**src/design/sav_pkg.sv**
```systemverilog
package sav_pkg;
    // Register byte offsets on the AHB-Lite slave
    localparam logic [7:0] OFS_DATA = 8'h00;
    localparam logic [7:0] OFS_FEATURES = 8'h04;
    localparam logic [7:0] OFS_CYL_LO = 8'h08;
    localparam logic [7:0] OFS_CYL_HI = 8'h0c;
    localparam logic [7:0] OFS_COMMAND = 8'h10;
    localparam logic [7:0] OFS_STATUS = 8'h14;
    localparam logic [7:0] OFS_ERROR = 8'h18;
    localparam logic [7:0] OFS_CTRL = 8'h1c;
    localparam logic [7:0] OFS_ATTR = 8'h20;

    // Command and key bytes
    localparam logic [7:0] CMD_SMART = 8'hb0;
    localparam logic [7:0] FEAT_READ_VALUES = 8'hd0;
    localparam logic [7:0] KEY_LO = 8'h4f;
    localparam logic [7:0] KEY_HI = 8'hc2;

    // Status and error bit positions
    localparam int ST_BSY = 7;
    localparam int ST_DRDY = 6;
    localparam int ST_DRQ = 3;
    localparam int ST_ERR = 0;
    localparam int ER_ABRT = 2;

    // Control register bits
    localparam int CT_SMART_EN = 0;
    localparam int CT_MONITOR = 1;

    // Attribute register fields
    localparam int AT_SLOT_LSB = 0;
    localparam int AT_VAL_LSB = 8;
    localparam int AT_FLAG_LSB = 16;

    // Data structure layout, byte indices
    localparam logic [15:0] STRUCT_REV = 16'h0004;
    localparam int NUM_SLOTS = 30;
    localparam int SLOT_BYTES = 12;
    localparam logic [8:0] IDX_SLOTS = 9'h002;
    localparam logic [8:0] IDX_RSV0 = 9'h16a;
    localparam logic [8:0] IDX_CAP = 9'h170;
    localparam logic [8:0] IDX_VENDOR = 9'h182;
    localparam logic [7:0] LAST_WORD = 8'hff;
    localparam logic [3:0] OFF_ID = 4'h0;
    localparam logic [3:0] OFF_FLAG_LO = 4'h1;
    localparam logic [3:0] OFF_VALUE = 4'h3;

    // Attribute value encodings
    localparam logic [7:0] VAL_INIT = 8'h64;
    localparam logic [7:0] VAL_NOT_VALID = 8'hfe;
    localparam logic [7:0] VAL_BAD_LO = 8'h00;
    localparam logic [7:0] VAL_BAD_HI = 8'hff;
    // Flag bits kept: bit 0 and vendor bits 2..6; bit 1 and 7..15 reserved
    localparam logic [7:0] FLAG_KEEP = 8'h7d;

    // Settling time of the strap synchroniser before capture
    localparam logic [1:0] STRAP_WAIT = 2'h3;

    typedef enum logic [2:0] {
        SAV_IDLE = 3'b001,
        SAV_SAVE = 3'b010,
        SAV_XFER = 3'b100
    } sav_state_t;
endpackage

```
**src/design/sav_readout.sv**
```systemverilog
`timescale 1ns/100ps
`default_nettype none
module sav_readout #(
    parameter int NUM_ATTR = 30,
    parameter logic [7:0] ID_BASE = 8'h01,
    parameter logic CMD_SUPPORTED = 1'b1,
    parameter logic CAP_PRE_POWER_SAVE = 1'b1,
    parameter logic CAP_AUTOSAVE = 1'b0,
    parameter logic [7:0] VENDOR_FILL = 8'h00
) (
    input wire logic hclk,
    input wire logic hresetn,
    input wire logic hsel,
    input wire logic [31:0] haddr,
    input wire logic [1:0] htrans,
    input wire logic hwrite,
    input wire logic [2:0] hsize,
    input wire logic hready,
    input wire logic [31:0] hwdata,
    output logic [31:0] hrdata,
    output logic hreadyout,
    output logic hresp,
    output logic nv_save_req,
    input wire logic nv_save_done,
    input wire logic nv_smart_en,
    output logic smart_en_state,
    output logic intrq
);
    sav_pkg::sav_state_t state;
    logic [7:0] features;
    logic [7:0] cyl_lo;
    logic [7:0] cyl_hi;
    logic err_bit;
    logic abrt_bit;
    logic smart_en;
    logic monitor_on;
    logic dirty;
    logic [7:0] word_idx;
    logic [7:0] sum;
    logic [7:0] attr_val [sav_pkg::NUM_SLOTS];
    logic [7:0] attr_flag [sav_pkg::NUM_SLOTS];
    logic done_s1;
    logic done_s2;
    logic strap_s1;
    logic strap_s2;
    logic [1:0] strap_cnt;
    logic d_sel;
    logic d_write;
    logic [7:0] d_addr;
    logic addr_ok;
    logic [7:0] byte_lo;
    logic [7:0] byte_hi;
    logic [7:0] word_hi;
    logic data_pop;
    logic cmd_wr;
    logic cmd_ok;
    logic [7:0] status;
    logic [7:0] err_reg;
    logic [1:0] ctrl_reg;
    logic was_save;

    // Reported value: initial value until monitoring, reserved codes masked
    function automatic logic [7:0] report_val(input logic [7:0] v, input logic mon);
        logic [7:0] r;
        r = v;
        if (!mon) begin
            r = sav_pkg::VAL_INIT;
        end else if (v == sav_pkg::VAL_BAD_LO || v == sav_pkg::VAL_BAD_HI) begin
            r = sav_pkg::VAL_NOT_VALID;
        end
        return r;
    endfunction

    // One byte of the 512-byte structure, checksum byte excluded
    function automatic logic [7:0] struct_byte(input logic [8:0] b);
        logic [8:0] rel;
        logic [8:0] slot;
        logic [3:0] off;
        logic [7:0] r;
        rel = b - sav_pkg::IDX_SLOTS;
        slot = rel / 9'(sav_pkg::SLOT_BYTES);
        off = 4'(rel % 9'(sav_pkg::SLOT_BYTES));
        r = 8'h00;
        if (b < sav_pkg::IDX_SLOTS) begin
            r = b[0] ? sav_pkg::STRUCT_REV[15:8] : sav_pkg::STRUCT_REV[7:0];
        end else if (b < sav_pkg::IDX_RSV0) begin
            // Slots beyond the populated count stay all zero
            if (slot < 9'(NUM_ATTR)) begin
                unique case (off)
                    sav_pkg::OFF_ID: r = ID_BASE + slot[7:0];
                    sav_pkg::OFF_FLAG_LO: r = attr_flag[slot[4:0]] & sav_pkg::FLAG_KEEP;
                    sav_pkg::OFF_VALUE: r = report_val(attr_val[slot[4:0]], monitor_on);
                    default: r = 8'h00;
                endcase
            end
        end else if (b == sav_pkg::IDX_CAP) begin
            r = {6'h00, CAP_AUTOSAVE, CAP_PRE_POWER_SAVE};
        end else if (b >= sav_pkg::IDX_VENDOR) begin
            r = VENDOR_FILL;
        end
        return r;
    endfunction

    // Bus slave: always ready, always OKAY
    assign hreadyout = 1'b1;
    assign hresp = 1'b0;

    always_ff @(posedge hclk or negedge hresetn) begin
        if (!hresetn) begin
            d_sel <= 1'b0;
            d_write <= 1'b0;
            d_addr <= 8'h00;
        end else if (hready) begin
            d_sel <= hsel && htrans[1];
            d_write <= hwrite;
            d_addr <= haddr[7:0];
        end
    end

    assign addr_ok = hsel && htrans[1] && hready && !hwrite;
    assign data_pop = addr_ok && haddr[7:0] == sav_pkg::OFS_DATA && state == sav_pkg::SAV_XFER;
    assign cmd_wr = d_sel && d_write && d_addr == sav_pkg::OFS_COMMAND && state == sav_pkg::SAV_IDLE;
    // Every key byte, the enable and support must hold, else abort
    assign cmd_ok = CMD_SUPPORTED && smart_en && hwdata[7:0] == sav_pkg::CMD_SMART
        && features == sav_pkg::FEAT_READ_VALUES && cyl_lo == sav_pkg::KEY_LO
        && cyl_hi == sav_pkg::KEY_HI;

    always_comb begin
        status = 8'h00;
        status[sav_pkg::ST_BSY] = state == sav_pkg::SAV_SAVE;
        status[sav_pkg::ST_DRDY] = state != sav_pkg::SAV_SAVE;
        status[sav_pkg::ST_DRQ] = state == sav_pkg::SAV_XFER;
        status[sav_pkg::ST_ERR] = err_bit;
    end

    // Error and control read-back images, bits placed by name
    always_comb begin
        err_reg = 8'h00;
        err_reg[sav_pkg::ER_ABRT] = abrt_bit;
    end

    always_comb begin
        ctrl_reg = 2'h0;
        ctrl_reg[sav_pkg::CT_SMART_EN] = smart_en;
        ctrl_reg[sav_pkg::CT_MONITOR] = monitor_on;
    end

    // Low and high bytes of the word being handed out; a process rather than an
    // assign, so that attribute and monitor changes read inside the function wake it
    always_comb begin
        byte_lo = struct_byte({word_idx, 1'b0});
        byte_hi = struct_byte({word_idx, 1'b1});
    end
    // Final byte is the negated running sum so the block adds to zero
    assign word_hi = (word_idx == sav_pkg::LAST_WORD) ? 8'(8'h00 - sum - byte_lo) : byte_hi;

    always_ff @(posedge hclk or negedge hresetn) begin
        if (!hresetn) begin
            hrdata <= 32'h0000_0000;
        end else if (addr_ok) begin
            unique case (haddr[7:0])
                sav_pkg::OFS_DATA: hrdata <= data_pop ? {16'h0000, word_hi, byte_lo} : 32'h0000_0000;
                sav_pkg::OFS_FEATURES: hrdata <= {24'h000000, features};
                sav_pkg::OFS_CYL_LO: hrdata <= {24'h000000, cyl_lo};
                sav_pkg::OFS_CYL_HI: hrdata <= {24'h000000, cyl_hi};
                sav_pkg::OFS_STATUS: hrdata <= {24'h000000, status};
                sav_pkg::OFS_ERROR: hrdata <= {24'h000000, err_reg};
                sav_pkg::OFS_CTRL: hrdata <= {30'h00000000, ctrl_reg};
                default: hrdata <= 32'h0000_0000;
            endcase
        end
    end

    // Taskfile input registers; frozen while the device is busy
    always_ff @(posedge hclk or negedge hresetn) begin
        if (!hresetn) begin
            features <= 8'h00;
            cyl_lo <= 8'h00;
            cyl_hi <= 8'h00;
        end else if (d_sel && d_write && state == sav_pkg::SAV_IDLE) begin
            if (d_addr == sav_pkg::OFS_FEATURES) begin
                features <= hwdata[7:0];
            end
            if (d_addr == sav_pkg::OFS_CYL_LO) begin
                cyl_lo <= hwdata[7:0];
            end
            if (d_addr == sav_pkg::OFS_CYL_HI) begin
                cyl_hi <= hwdata[7:0];
            end
        end
    end

    // Synchronisers for the save acknowledge and the enable strap
    always_ff @(posedge hclk or negedge hresetn) begin
        if (!hresetn) begin
            done_s1 <= 1'b0;
            done_s2 <= 1'b0;
            strap_s1 <= 1'b0;
            strap_s2 <= 1'b0;
        end else begin
            done_s1 <= nv_save_done;
            done_s2 <= done_s1;
            strap_s1 <= nv_smart_en;
            strap_s2 <= strap_s1;
        end
    end

    // Enable state comes back from NV storage after reset, then software owns it
    always_ff @(posedge hclk or negedge hresetn) begin
        if (!hresetn) begin
            strap_cnt <= 2'h0;
            smart_en <= 1'b0;
            monitor_on <= 1'b0;
        end else begin
            if (strap_cnt != sav_pkg::STRAP_WAIT) begin
                strap_cnt <= strap_cnt + 2'h1;
                smart_en <= strap_s2;
            end else if (d_sel && d_write && d_addr == sav_pkg::OFS_CTRL) begin
                smart_en <= hwdata[sav_pkg::CT_SMART_EN];
            end
            // Monitoring may only begin once SMART is enabled
            if (!smart_en) begin
                monitor_on <= 1'b0;
            end else if (d_sel && d_write && d_addr == sav_pkg::OFS_CTRL && hwdata[sav_pkg::CT_MONITOR]) begin
                monitor_on <= 1'b1;
            end
        end
    end

    assign smart_en_state = smart_en;

    // Attribute store, updated by the monitoring firmware
    always_ff @(posedge hclk or negedge hresetn) begin
        if (!hresetn) begin
            for (int i = 0; i < sav_pkg::NUM_SLOTS; i++) begin
                attr_val[i] <= sav_pkg::VAL_INIT;
                attr_flag[i] <= 8'h00;
            end
        end else if (d_sel && d_write && d_addr == sav_pkg::OFS_ATTR && monitor_on) begin
            for (int i = 0; i < sav_pkg::NUM_SLOTS; i++) begin
                if (hwdata[sav_pkg::AT_SLOT_LSB +: 5] == 5'(i)) begin
                    attr_val[i] <= hwdata[sav_pkg::AT_VAL_LSB +: 8];
                    attr_flag[i] <= hwdata[sav_pkg::AT_FLAG_LSB +: 8];
                end
            end
        end
    end

    // Command sequencer
    always_ff @(posedge hclk or negedge hresetn) begin
        if (!hresetn) begin
            state <= sav_pkg::SAV_IDLE;
            err_bit <= 1'b0;
            abrt_bit <= 1'b0;
            nv_save_req <= 1'b0;
            word_idx <= 8'h00;
            sum <= 8'h00;
        end else begin
            unique case (state)
                sav_pkg::SAV_IDLE: begin
                    if (cmd_wr) begin
                        err_bit <= !cmd_ok;
                        abrt_bit <= !cmd_ok;
                        word_idx <= 8'h00;
                        sum <= 8'h00;
                        if (cmd_ok) begin
                            state <= sav_pkg::SAV_SAVE;
                            nv_save_req <= dirty;
                        end
                    end
                end
                sav_pkg::SAV_SAVE: begin
                    // BSY holds until storage confirms a requested save (one cycle if none was requested), then DRQ rises as BSY falls
                    if (!nv_save_req || done_s2) begin
                        nv_save_req <= 1'b0;
                        state <= sav_pkg::SAV_XFER;
                    end
                end
                sav_pkg::SAV_XFER: begin
                    if (data_pop) begin
                        word_idx <= word_idx + 8'h01;
                        sum <= 8'(sum + byte_lo + byte_hi);
                        if (word_idx == sav_pkg::LAST_WORD) begin
                            state <= sav_pkg::SAV_IDLE;
                        end
                    end
                end
            endcase
        end
    end

    // Dirty marks values changed since the last save; a new update wins over the clear
    always_ff @(posedge hclk or negedge hresetn) begin
        if (!hresetn) begin
            dirty <= 1'b0;
        end else if (d_sel && d_write && d_addr == sav_pkg::OFS_ATTR && monitor_on) begin
            dirty <= 1'b1;
        end else if (state == sav_pkg::SAV_SAVE && nv_save_req && done_s2) begin
            dirty <= 1'b0;
        end
    end

    // High in each cycle after one spent in the save state, up to the first cycle after the sequencer has left it
    always_ff @(posedge hclk or negedge hresetn) begin
        if (!hresetn) begin
            was_save <= 1'b0;
        end else begin
            was_save <= state == sav_pkg::SAV_SAVE;
        end
    end

    // Interrupt one cycle after DRQ rises as BSY falls, also on abort; cleared by status read or command write
    always_ff @(posedge hclk or negedge hresetn) begin
        if (!hresetn) begin
            intrq <= 1'b0;
        end else if ((state == sav_pkg::SAV_XFER && was_save) || (cmd_wr && !cmd_ok)) begin
            intrq <= 1'b1;
        end else if ((addr_ok && haddr[7:0] == sav_pkg::OFS_STATUS) || cmd_wr) begin
            intrq <= 1'b0;
        end
    end
endmodule // sav_readout
`default_nettype wire

```
**config.mk**
```make
export PLATFORM = sky130hd
export DESIGN_NAME = sav_readout
export DESIGN_NICKNAME = d
export VERILOG_FILES = /design/src/design/sav_pkg.sv /design/src/design/sav_readout.sv
export SDC_FILE = /design/constraint.sdc
export NUM_CORES = 1
export LEC_CHECK = 0
export ABC_AREA = 1
export BUFFER_PORTS_ARGS = -buffer_cell sky130_fd_sc_hd__buf_4
export CAP_MARGIN = 25
export CORE_MARGIN = 1
export CORE_UTILIZATION = 48
export CTS_CLUSTER_DIAMETER = 30
export DETAILED_ROUTE_END_ITERATION = 8
export HOLD_SLACK_MARGIN = 0.08
export PLACE_DENSITY = 0.64
export SLEW_MARGIN = 20
export SYNTH_ARGS = -nofsm -noshare
export SYNTH_HDL_FRONTEND = slang
export SYNTH_SLANG_ARGS = --single-unit
```
**constraint.sdc**
```tcl
create_clock -name hclk -period 5.2 [get_ports hclk]
set_input_delay 0.26 -clock hclk [delete_from_list [all_inputs] [get_ports hclk]]
set_output_delay 0.26 -clock hclk [all_outputs]
set_load 0.05 [all_outputs]
```
; ---- Word level (Yosys, flattened, before mapping)
; Index checks and enable logic that the tools add are counted.
[op_classes]
add_sub_neg = 10
div = 4
magnitude_cmp = 8
n_eq_ne = 64
n_mux = 51
n_bitwise = 2
reduce_logical = 78
[ops]
columns = op, count
row1 = $bmux 8 s5, 4
row2 = $mux 8, 18
row3 = $pmux 16 s7, 1
row4 = $eq 5x5->1 const B, 14
row5 = $reduce_and 2->1, 34
row6 = $eq 8x8->1 const B, 7
row7 = $pmux 8 s3, 2
row8 = $eq 5x4->1 const B, 8
row9 = $eq 8x5->1 const B, 5
row10 = $eq 8x4->1 const B, 4
row11 = $pmux 8 s2, 2
row12 = $mux 7, 4
row13 = $logic_not 8->1, 3
row14 = $logic_and 1x1->1, 22
row15 = $eq 5x3->1 const B, 4
row16 = $div 9x4->9 const B, 2
row17 = $lt 9x2->1 const B, 2
row18 = $lt 9x5->1 const B, 2
row19 = $lt 9x9->1 const B, 2
row20 = $mod 9x4->9 const B, 2
row21 = $sub 9x2->9 const B, 2
row22 = $add 1x8->8 const A, 2
row23 = $add 8x8->8, 2
row24 = $eq 8x3->1 const B, 2
row25 = 31 further kinds, 67
[totals]
register_bits = 578
input_bits = 76
wordCells = 299

; ---- Logic depth before layout (Yosys ltp)
[depth]
ltp_word = 18
depth_mapped = 54
mapped_depth_nobuf = 53

; ---- Least setup slack after synthesis
; No wires, ideal clock.
[synth_path]
kind = register to register
startpoint = reg word_idx[0]
endpoint = reg sum[7]
setup_time_ns = 0.117
t_arrival_ns = 5.546
required_time_ns = 5.083
slack_ns = -0.464
path_stages_with_launch = 47
path_buffers = 4
period_less_slack_ns = 5.664
cell_sequence = dfrtp_1 > inv_2 > ha_1 > nand3_2 > nor2_1 > nand2_1 > nand2_2 > inv_2 > nand2_1 > nand3_1 > nand2_1 > nand2_1 > nand2_1 > inv_2 > nand2_4 > nand2_1 > nand2_1 > nand2_1 > [11 not listed] > nand2_1 > nand2_1 > inv_1 > fa_1 > inv_1 > ha_1 > inv_1 > fa_1 > o31ai_1 > inv_1 > nor2_1 > nor2_1 > nor2_1 > nor2_1 > xor2_1 > nand3b_1 > nand3_1 > nand2_1
[synth_between]
elab_chain_cells = 18
[synth_lines]
columns = item, line
row1 = "start, declared", sav_readout.sv:38  ; logic [7:0] word_idx;
row2 = "start signal, assigned", sav_readout.sv:281  ; word_idx <= word_idx + 8'h01;
row3 = $sub 9x2->9, sav_readout.sv:80  ; rel = b - sav_pkg::IDX_SLOTS;
row4 = $div 9x4->9, sav_readout.sv:81  ; slot = rel / 9'(sav_pkg::SLOT_BYTES);
row5 = $not 5->6 (implied by the code), "sav_readout.sv:91, sav_readout.sv:92"
row6 = $bmux 8 s5, sav_readout.sv:92  ; sav_pkg::OFF_VALUE: r = report_val(attr_val[slot[4:0]], monitor_on);
row7 = $mux 8 (implied by the code) (2 in series), sav_readout.sv:92
row8 = $eq 8x8->1 / $logic_not 8->1 (equally long branches), sav_readout.sv:68  ; end else if (v == sav_pkg::VAL_BAD_LO || v == sav_pkg::VAL_BAD_HI) begin
row9 = $logic_or 1x1->1, sav_readout.sv:68
row10 = $mux 8, sav_readout.sv:68
row11 = $mux 8, sav_readout.sv:66  ; if (!mon) begin
row12 = $pmux 8 s3, sav_readout.sv:89  ; unique case (off)
row13 = $mux 8, sav_readout.sv:88  ; if (slot < 9'(NUM_ATTR)) begin
row14 = $mux 8, sav_readout.sv:86  ; end else if (b < sav_pkg::IDX_RSV0) begin
row15 = $mux 8, sav_readout.sv:84  ; if (b < sav_pkg::IDX_SLOTS) begin
row16 = $add 8x8->8, sav_readout.sv:282  ; sum <= 8'(sum + byte_lo + byte_hi);
row17 = $add 8x8->8 *, sav_readout.sv:282
row18 = $mux 8 *, sav_readout.sv:280  ; if (data_pop) begin
row19 = $pmux 8 s2 *, sav_readout.sv:259  ; unique case (state)
row20 = "end signal, assigned", sav_readout.sv:282
row21 = "end, declared", sav_readout.sv:39  ; logic [7:0] sum;
; Every way passes the cells marked *; elsewhere a longest branch is shown, timed or not. The select of a mux whose other input is x is not followed.
; A chain may end at the register's enable or synchronous reset.

; ---- Final worst setup path
[layout_path]
startpoint = reg word_idx[1]
endpoint = reg hrdata[10]
[layout_between]
elab_chain_cells = 18
[layout_lines]
columns = item, line
row1 = $sub 9x2->9, sav_readout.sv:80
row2 = $div 9x4->9, sav_readout.sv:81
row3 = $not 5->6 (implied by the code), "sav_readout.sv:91, sav_readout.sv:92"
row4 = $bmux 8 s5, sav_readout.sv:92
row5 = $mux 8 (implied by the code) (2 in series), sav_readout.sv:92
row6 = $eq 8x8->1 / $logic_not 8->1 (equally long branches), sav_readout.sv:68
row7 = $logic_or 1x1->1, sav_readout.sv:68
row8 = $mux 8, sav_readout.sv:68
row9 = $mux 8, sav_readout.sv:66
row10 = $pmux 8 s3, sav_readout.sv:89
row11 = $mux 8, sav_readout.sv:88
row12 = $mux 8, sav_readout.sv:86
row13 = $mux 8, sav_readout.sv:84
row14 = $sub 8x8->8, sav_readout.sv:155  ; assign word_hi = (word_idx == sav_pkg::LAST_WORD) ? 8'(8'h00 - sum - byte_lo) : byte_hi;
row15 = $mux 8 *, sav_readout.sv:155
row16 = $mux 16 *, sav_readout.sv:162  ; sav_pkg::OFS_DATA: hrdata <= data_pop ? {16'h0000, word_hi, byte_lo} : 32'h0000_0000;
row17 = $pmux 16 s7 *, sav_readout.sv:161  ; unique case (haddr[7:0])
row18 = "end signal, assigned", sav_readout.sv:162
row19 = "end signal, assigned", sav_readout.sv:163  ; sav_pkg::OFS_FEATURES: hrdata <= {24'h000000, features};
row20 = "end signal, assigned", sav_readout.sv:164  ; sav_pkg::OFS_CYL_LO: hrdata <= {24'h000000, cyl_lo};
row21 = "end, declared", sav_readout.sv:20  ; output logic [31:0] hrdata,
; Marks and branches as above.

==> reports/metrics.csv <==
stage,metric,value,unit
layout,syn2layout_area_growth,35.2,%
clock_tree,clock_sink_count,502,
die,die_w,232,µm
hold_path,hp-start,hsel,
drt,met1_length,35.2,mm
place,routabilityCongestion,0.903,
global_route,track_usage,32.3,%
global_route,grt_max_degree,165,
logic_synthesis,yosysTopAreaCellShare,40.4,%
setup_path,cp-startpoint,word_idx[1],
logic_synthesis,synth_cells,3259,
logic_synthesis,ys_warn_count,0,
setup_path,reg2reg_to,hrdata[10],
logic_synthesis,synth-async-reset-ratio,100,%
die,die-area,0.0540,mm²
setup_path,cp.required,5760,ps
drt,firstDrtPassIters,6,
global_route,grt_pass1_vias,24700,
setup_path,slowest_delay,420,ps
layout,antenna_cells,0,
setup_path,crit_type,reg -> reg,
sta,finalMaxSlewViolations,0,
clock_tree,cts_made_buffers,112,
global_route,antenna_found_initial,0,
flow_run,drv_cap,0,
setup_path,reg2reg_depth,54,
die,die_h,232,µm
die,rows,84,
place,dp_slack,-1010,ps
logic_synthesis,syn_area_per_cell,7.81,µm²
clock_tree,clkSlewWorstSetupHoldPaths,50,ps
hold_path,min_to,hrdata[3],
sta,finalSetupViolations,9,
setup_path,r2r-start,word_idx[1],
power_and_ir_drop,power,0.0136,W
power_and_ir_drop,power.density,394,mW/mm²
sta,post-route-min-period,6070,ps
logic_synthesis,yosysMostFrequentCell,nand2_1,
hold_path,hp-class,in -> reg,
sta,final.period_utilization,117,%
power_and_ir_drop,cellInternalPower,0.00993,W
power_and_ir_drop,power_leakage,15.9,nW
drt,drc,0,
power_and_ir_drop,p_seq_share,29.4,%
place,dp_hpwl,53.9,mm
setup_path,ff2ff_setup_slack,-870,ps
drt,routed-wl-met3,5.98,mm
logic_synthesis,ys_types,53,
logic_synthesis,synth_top_area_cell,dfrtp_1,
die,core,0.0524,mm²
sta,rsz0062_at_grt,true,
global_route,overflow,0,
power_and_ir_drop,irDropWorstVdd,0.362,mV
clock_tree,h-tree-depth,3,
setup_path,path_common_cell,buf_4,
power_and_ir_drop,p_sw,0.00364,W
clock_tree,cts_tree,built,
setup_path,crit_path_start_kind,flop,
logic_synthesis,ys_seq_area_share,49.8,%
drt,top_layer,met4,
logic_synthesis,synth-edff-count,0,
global_route,grt_pass1_wl,136,mm
setup_path,arrival,6630,ps
clock_tree,clk_latency,660,ps
place,io_buffer_count,56,
drt,ant_nets,0,
sta,worst_slack,-871,ps
sta,worst_pin_slew,1120,ps
logic_synthesis,synth.area.top_cells,"dfrtp_1 40%, nand2_1 14%, o21ai_0 10%",
drt,wl_met2,41.7,mm
logic_synthesis,ys_seq_elements,502,
clock_tree,cts_root_buf,clkbuf_16,
logic_synthesis,syn_area,0.0255,mm²
drt,drt_iter0_markers,2310,
layout,final_nets,3684,
logic_synthesis,synth_ff_type,dfrtp_1,
drt,vias,24800,
layout,drive_above_1_share,22.9,%
outcome,violations,setup timing,
outcome,status,"finished, violations left",
drt,routed_wirelength,87.0,mm
sta,clock.fmax,0.165,GHz
clock_tree,clockBufferDepth,3,
logic_synthesis,synthTopCellsByCount,"974 x nand2_1, 507 x o21ai_0, 411 x dfrtp_1, 402 x nand3_1, 189 x inv_1",
die,start_util,48.6,%
setup_path,slowest_stage,dfrtp_2,
sta,slew_headroom,25.2,%
power_and_ir_drop,p_sw_share,26.8,%
layout,nFillCells,4191,
setup_path,critical_path.endpoint_type,flop,
drt,wl_per_cell,20.0,µm
hold_path,min_path_cells,6,
power_and_ir_drop,pwr-share-comb,16.1,%
drt,viasPerCell,5.70,
power_and_ir_drop,p_clk_share,54.6,%
sta,hold_viol_final,0,
die,io_pins,113,
sta,finClkSkew,41.9,ps
setup_path,path_max_fanout,11,
## registers in the layout, summed over array words and instances, names as in the netlist, 2 cells and up
register and cells:
attr_val 240, attr_flag 180, hrdata 16, cyl_hi 8, cyl_lo 8, d_addr 8, features 8, sum 8
word_idx 8, state 3, strap_cnt 2
## cells in the final DEF, fill, tap and decap left out, drive strengths merged, types with 23 or more instances in the layout
cell type,netlist,layout
ha,28,28
o21ai,530,530
buf,94,346
inv,199,198
nand2,984,984
dfstp,91,91
dlygate4sd3,0,55
a21oi,61,61
clkinv,3,38
dfrtp,411,411
clkbuf,137,145
nand3,405,405
nor2,152,152
nor3,23,23
## worst max-delay path by stage
stage / endpoint / slack (ps)
floorplan: sum[7] / -190
global placement: sum[7] / -910
detailed placement: sum[7] / -1010
CTS: sum[7] / -700
global route: sum[7] / -1250
finish: hrdata[10] / -870
## final cells by class
type	count	area [µm²]	share of cell area, %
inverter	202	788	2.29
tap	688	861	2.50
clock inverter	68	890	2.58
clock buffer	142	3140	9.11
timing repair buffer	409	4180	12.1
multi-input combinational	2344	11900	34.6
sequential	502	12700	36.8
## power groups by stage
stage          combinational, W  clock (W)  sequential [W]
2_1_floorplan          0.000952          0         0.00404
3_3_place_gp            0.00166          0         0.00404
3_5_place_dp            0.00167          0         0.00404
4_1_cts                 0.00200    0.00746         0.00398
5_1_grt                 0.00231    0.00767         0.00398
6_report                0.00218    0.00740         0.00398
## kinds of logic (layout without fill, tap and decap cells)
kind of cell	count (synthesis)	after routing	synth area share, %
other cells	2	22	0.0295
compound gates	653	653	13.5
mux	8	8	0.319
flops	502	502	49.8
fa+ha+maj	37	37	2.08
xor+xnor	12	12	0.413
simple gates	1612	1612	26.7
buf+inv	433	821	7.19
## repair_timing
action                                  4_1_cts  5_1_grt
endpoints found under the setup margin       11       13
setup buffers                                31       16
resized for setup                           122      125
endpoints found under the hold margin       133        0
cloned                                        9        3
pin swaps                                    24       49
hold buffers                                 55        0
## critical path, delay by kind of cell (launching register included)
family | cells | cell delay, ps
AOI/OAI and AO/OA | 2 | 260
adders and majority gates | 1 | 150
buffers and inverters | 21 | 2530
DFF | 1 | 420
and+or+nand+nor | 30 | 2610
## routing by layer
metal	GRT usage [%]	vias up
met4	15.4	0
met5	0	-
met3	5.67	266
li1	-	11400
met2	53.6	1090
met1	40.7	12100
## per-stage QoR
| stage | utilization (%) | hold slack [ps] | cell area [µm²] | cells | setup TNS [ps] |
|---|---|---|---|---|---|
| after CTS | 64.0 | 122 | 33600 | 4328 | -2880 |
| after global placement | 52.9 | 321 | 27700 | 4008 | -4530 |
| after floorplan | - | -35.6 | 25700 | 3279 | -187 |
| after global routing | 65.7 | 188 | 34400 | 4355 | -7600 |
| after detailed placement | 53.4 | 335 | 28000 | 4023 | -5110 |
| final | 65.7 | 138 | 34400 | 4355 | -4010 |
No activity file was read; power rests on OpenSTA's default activity.
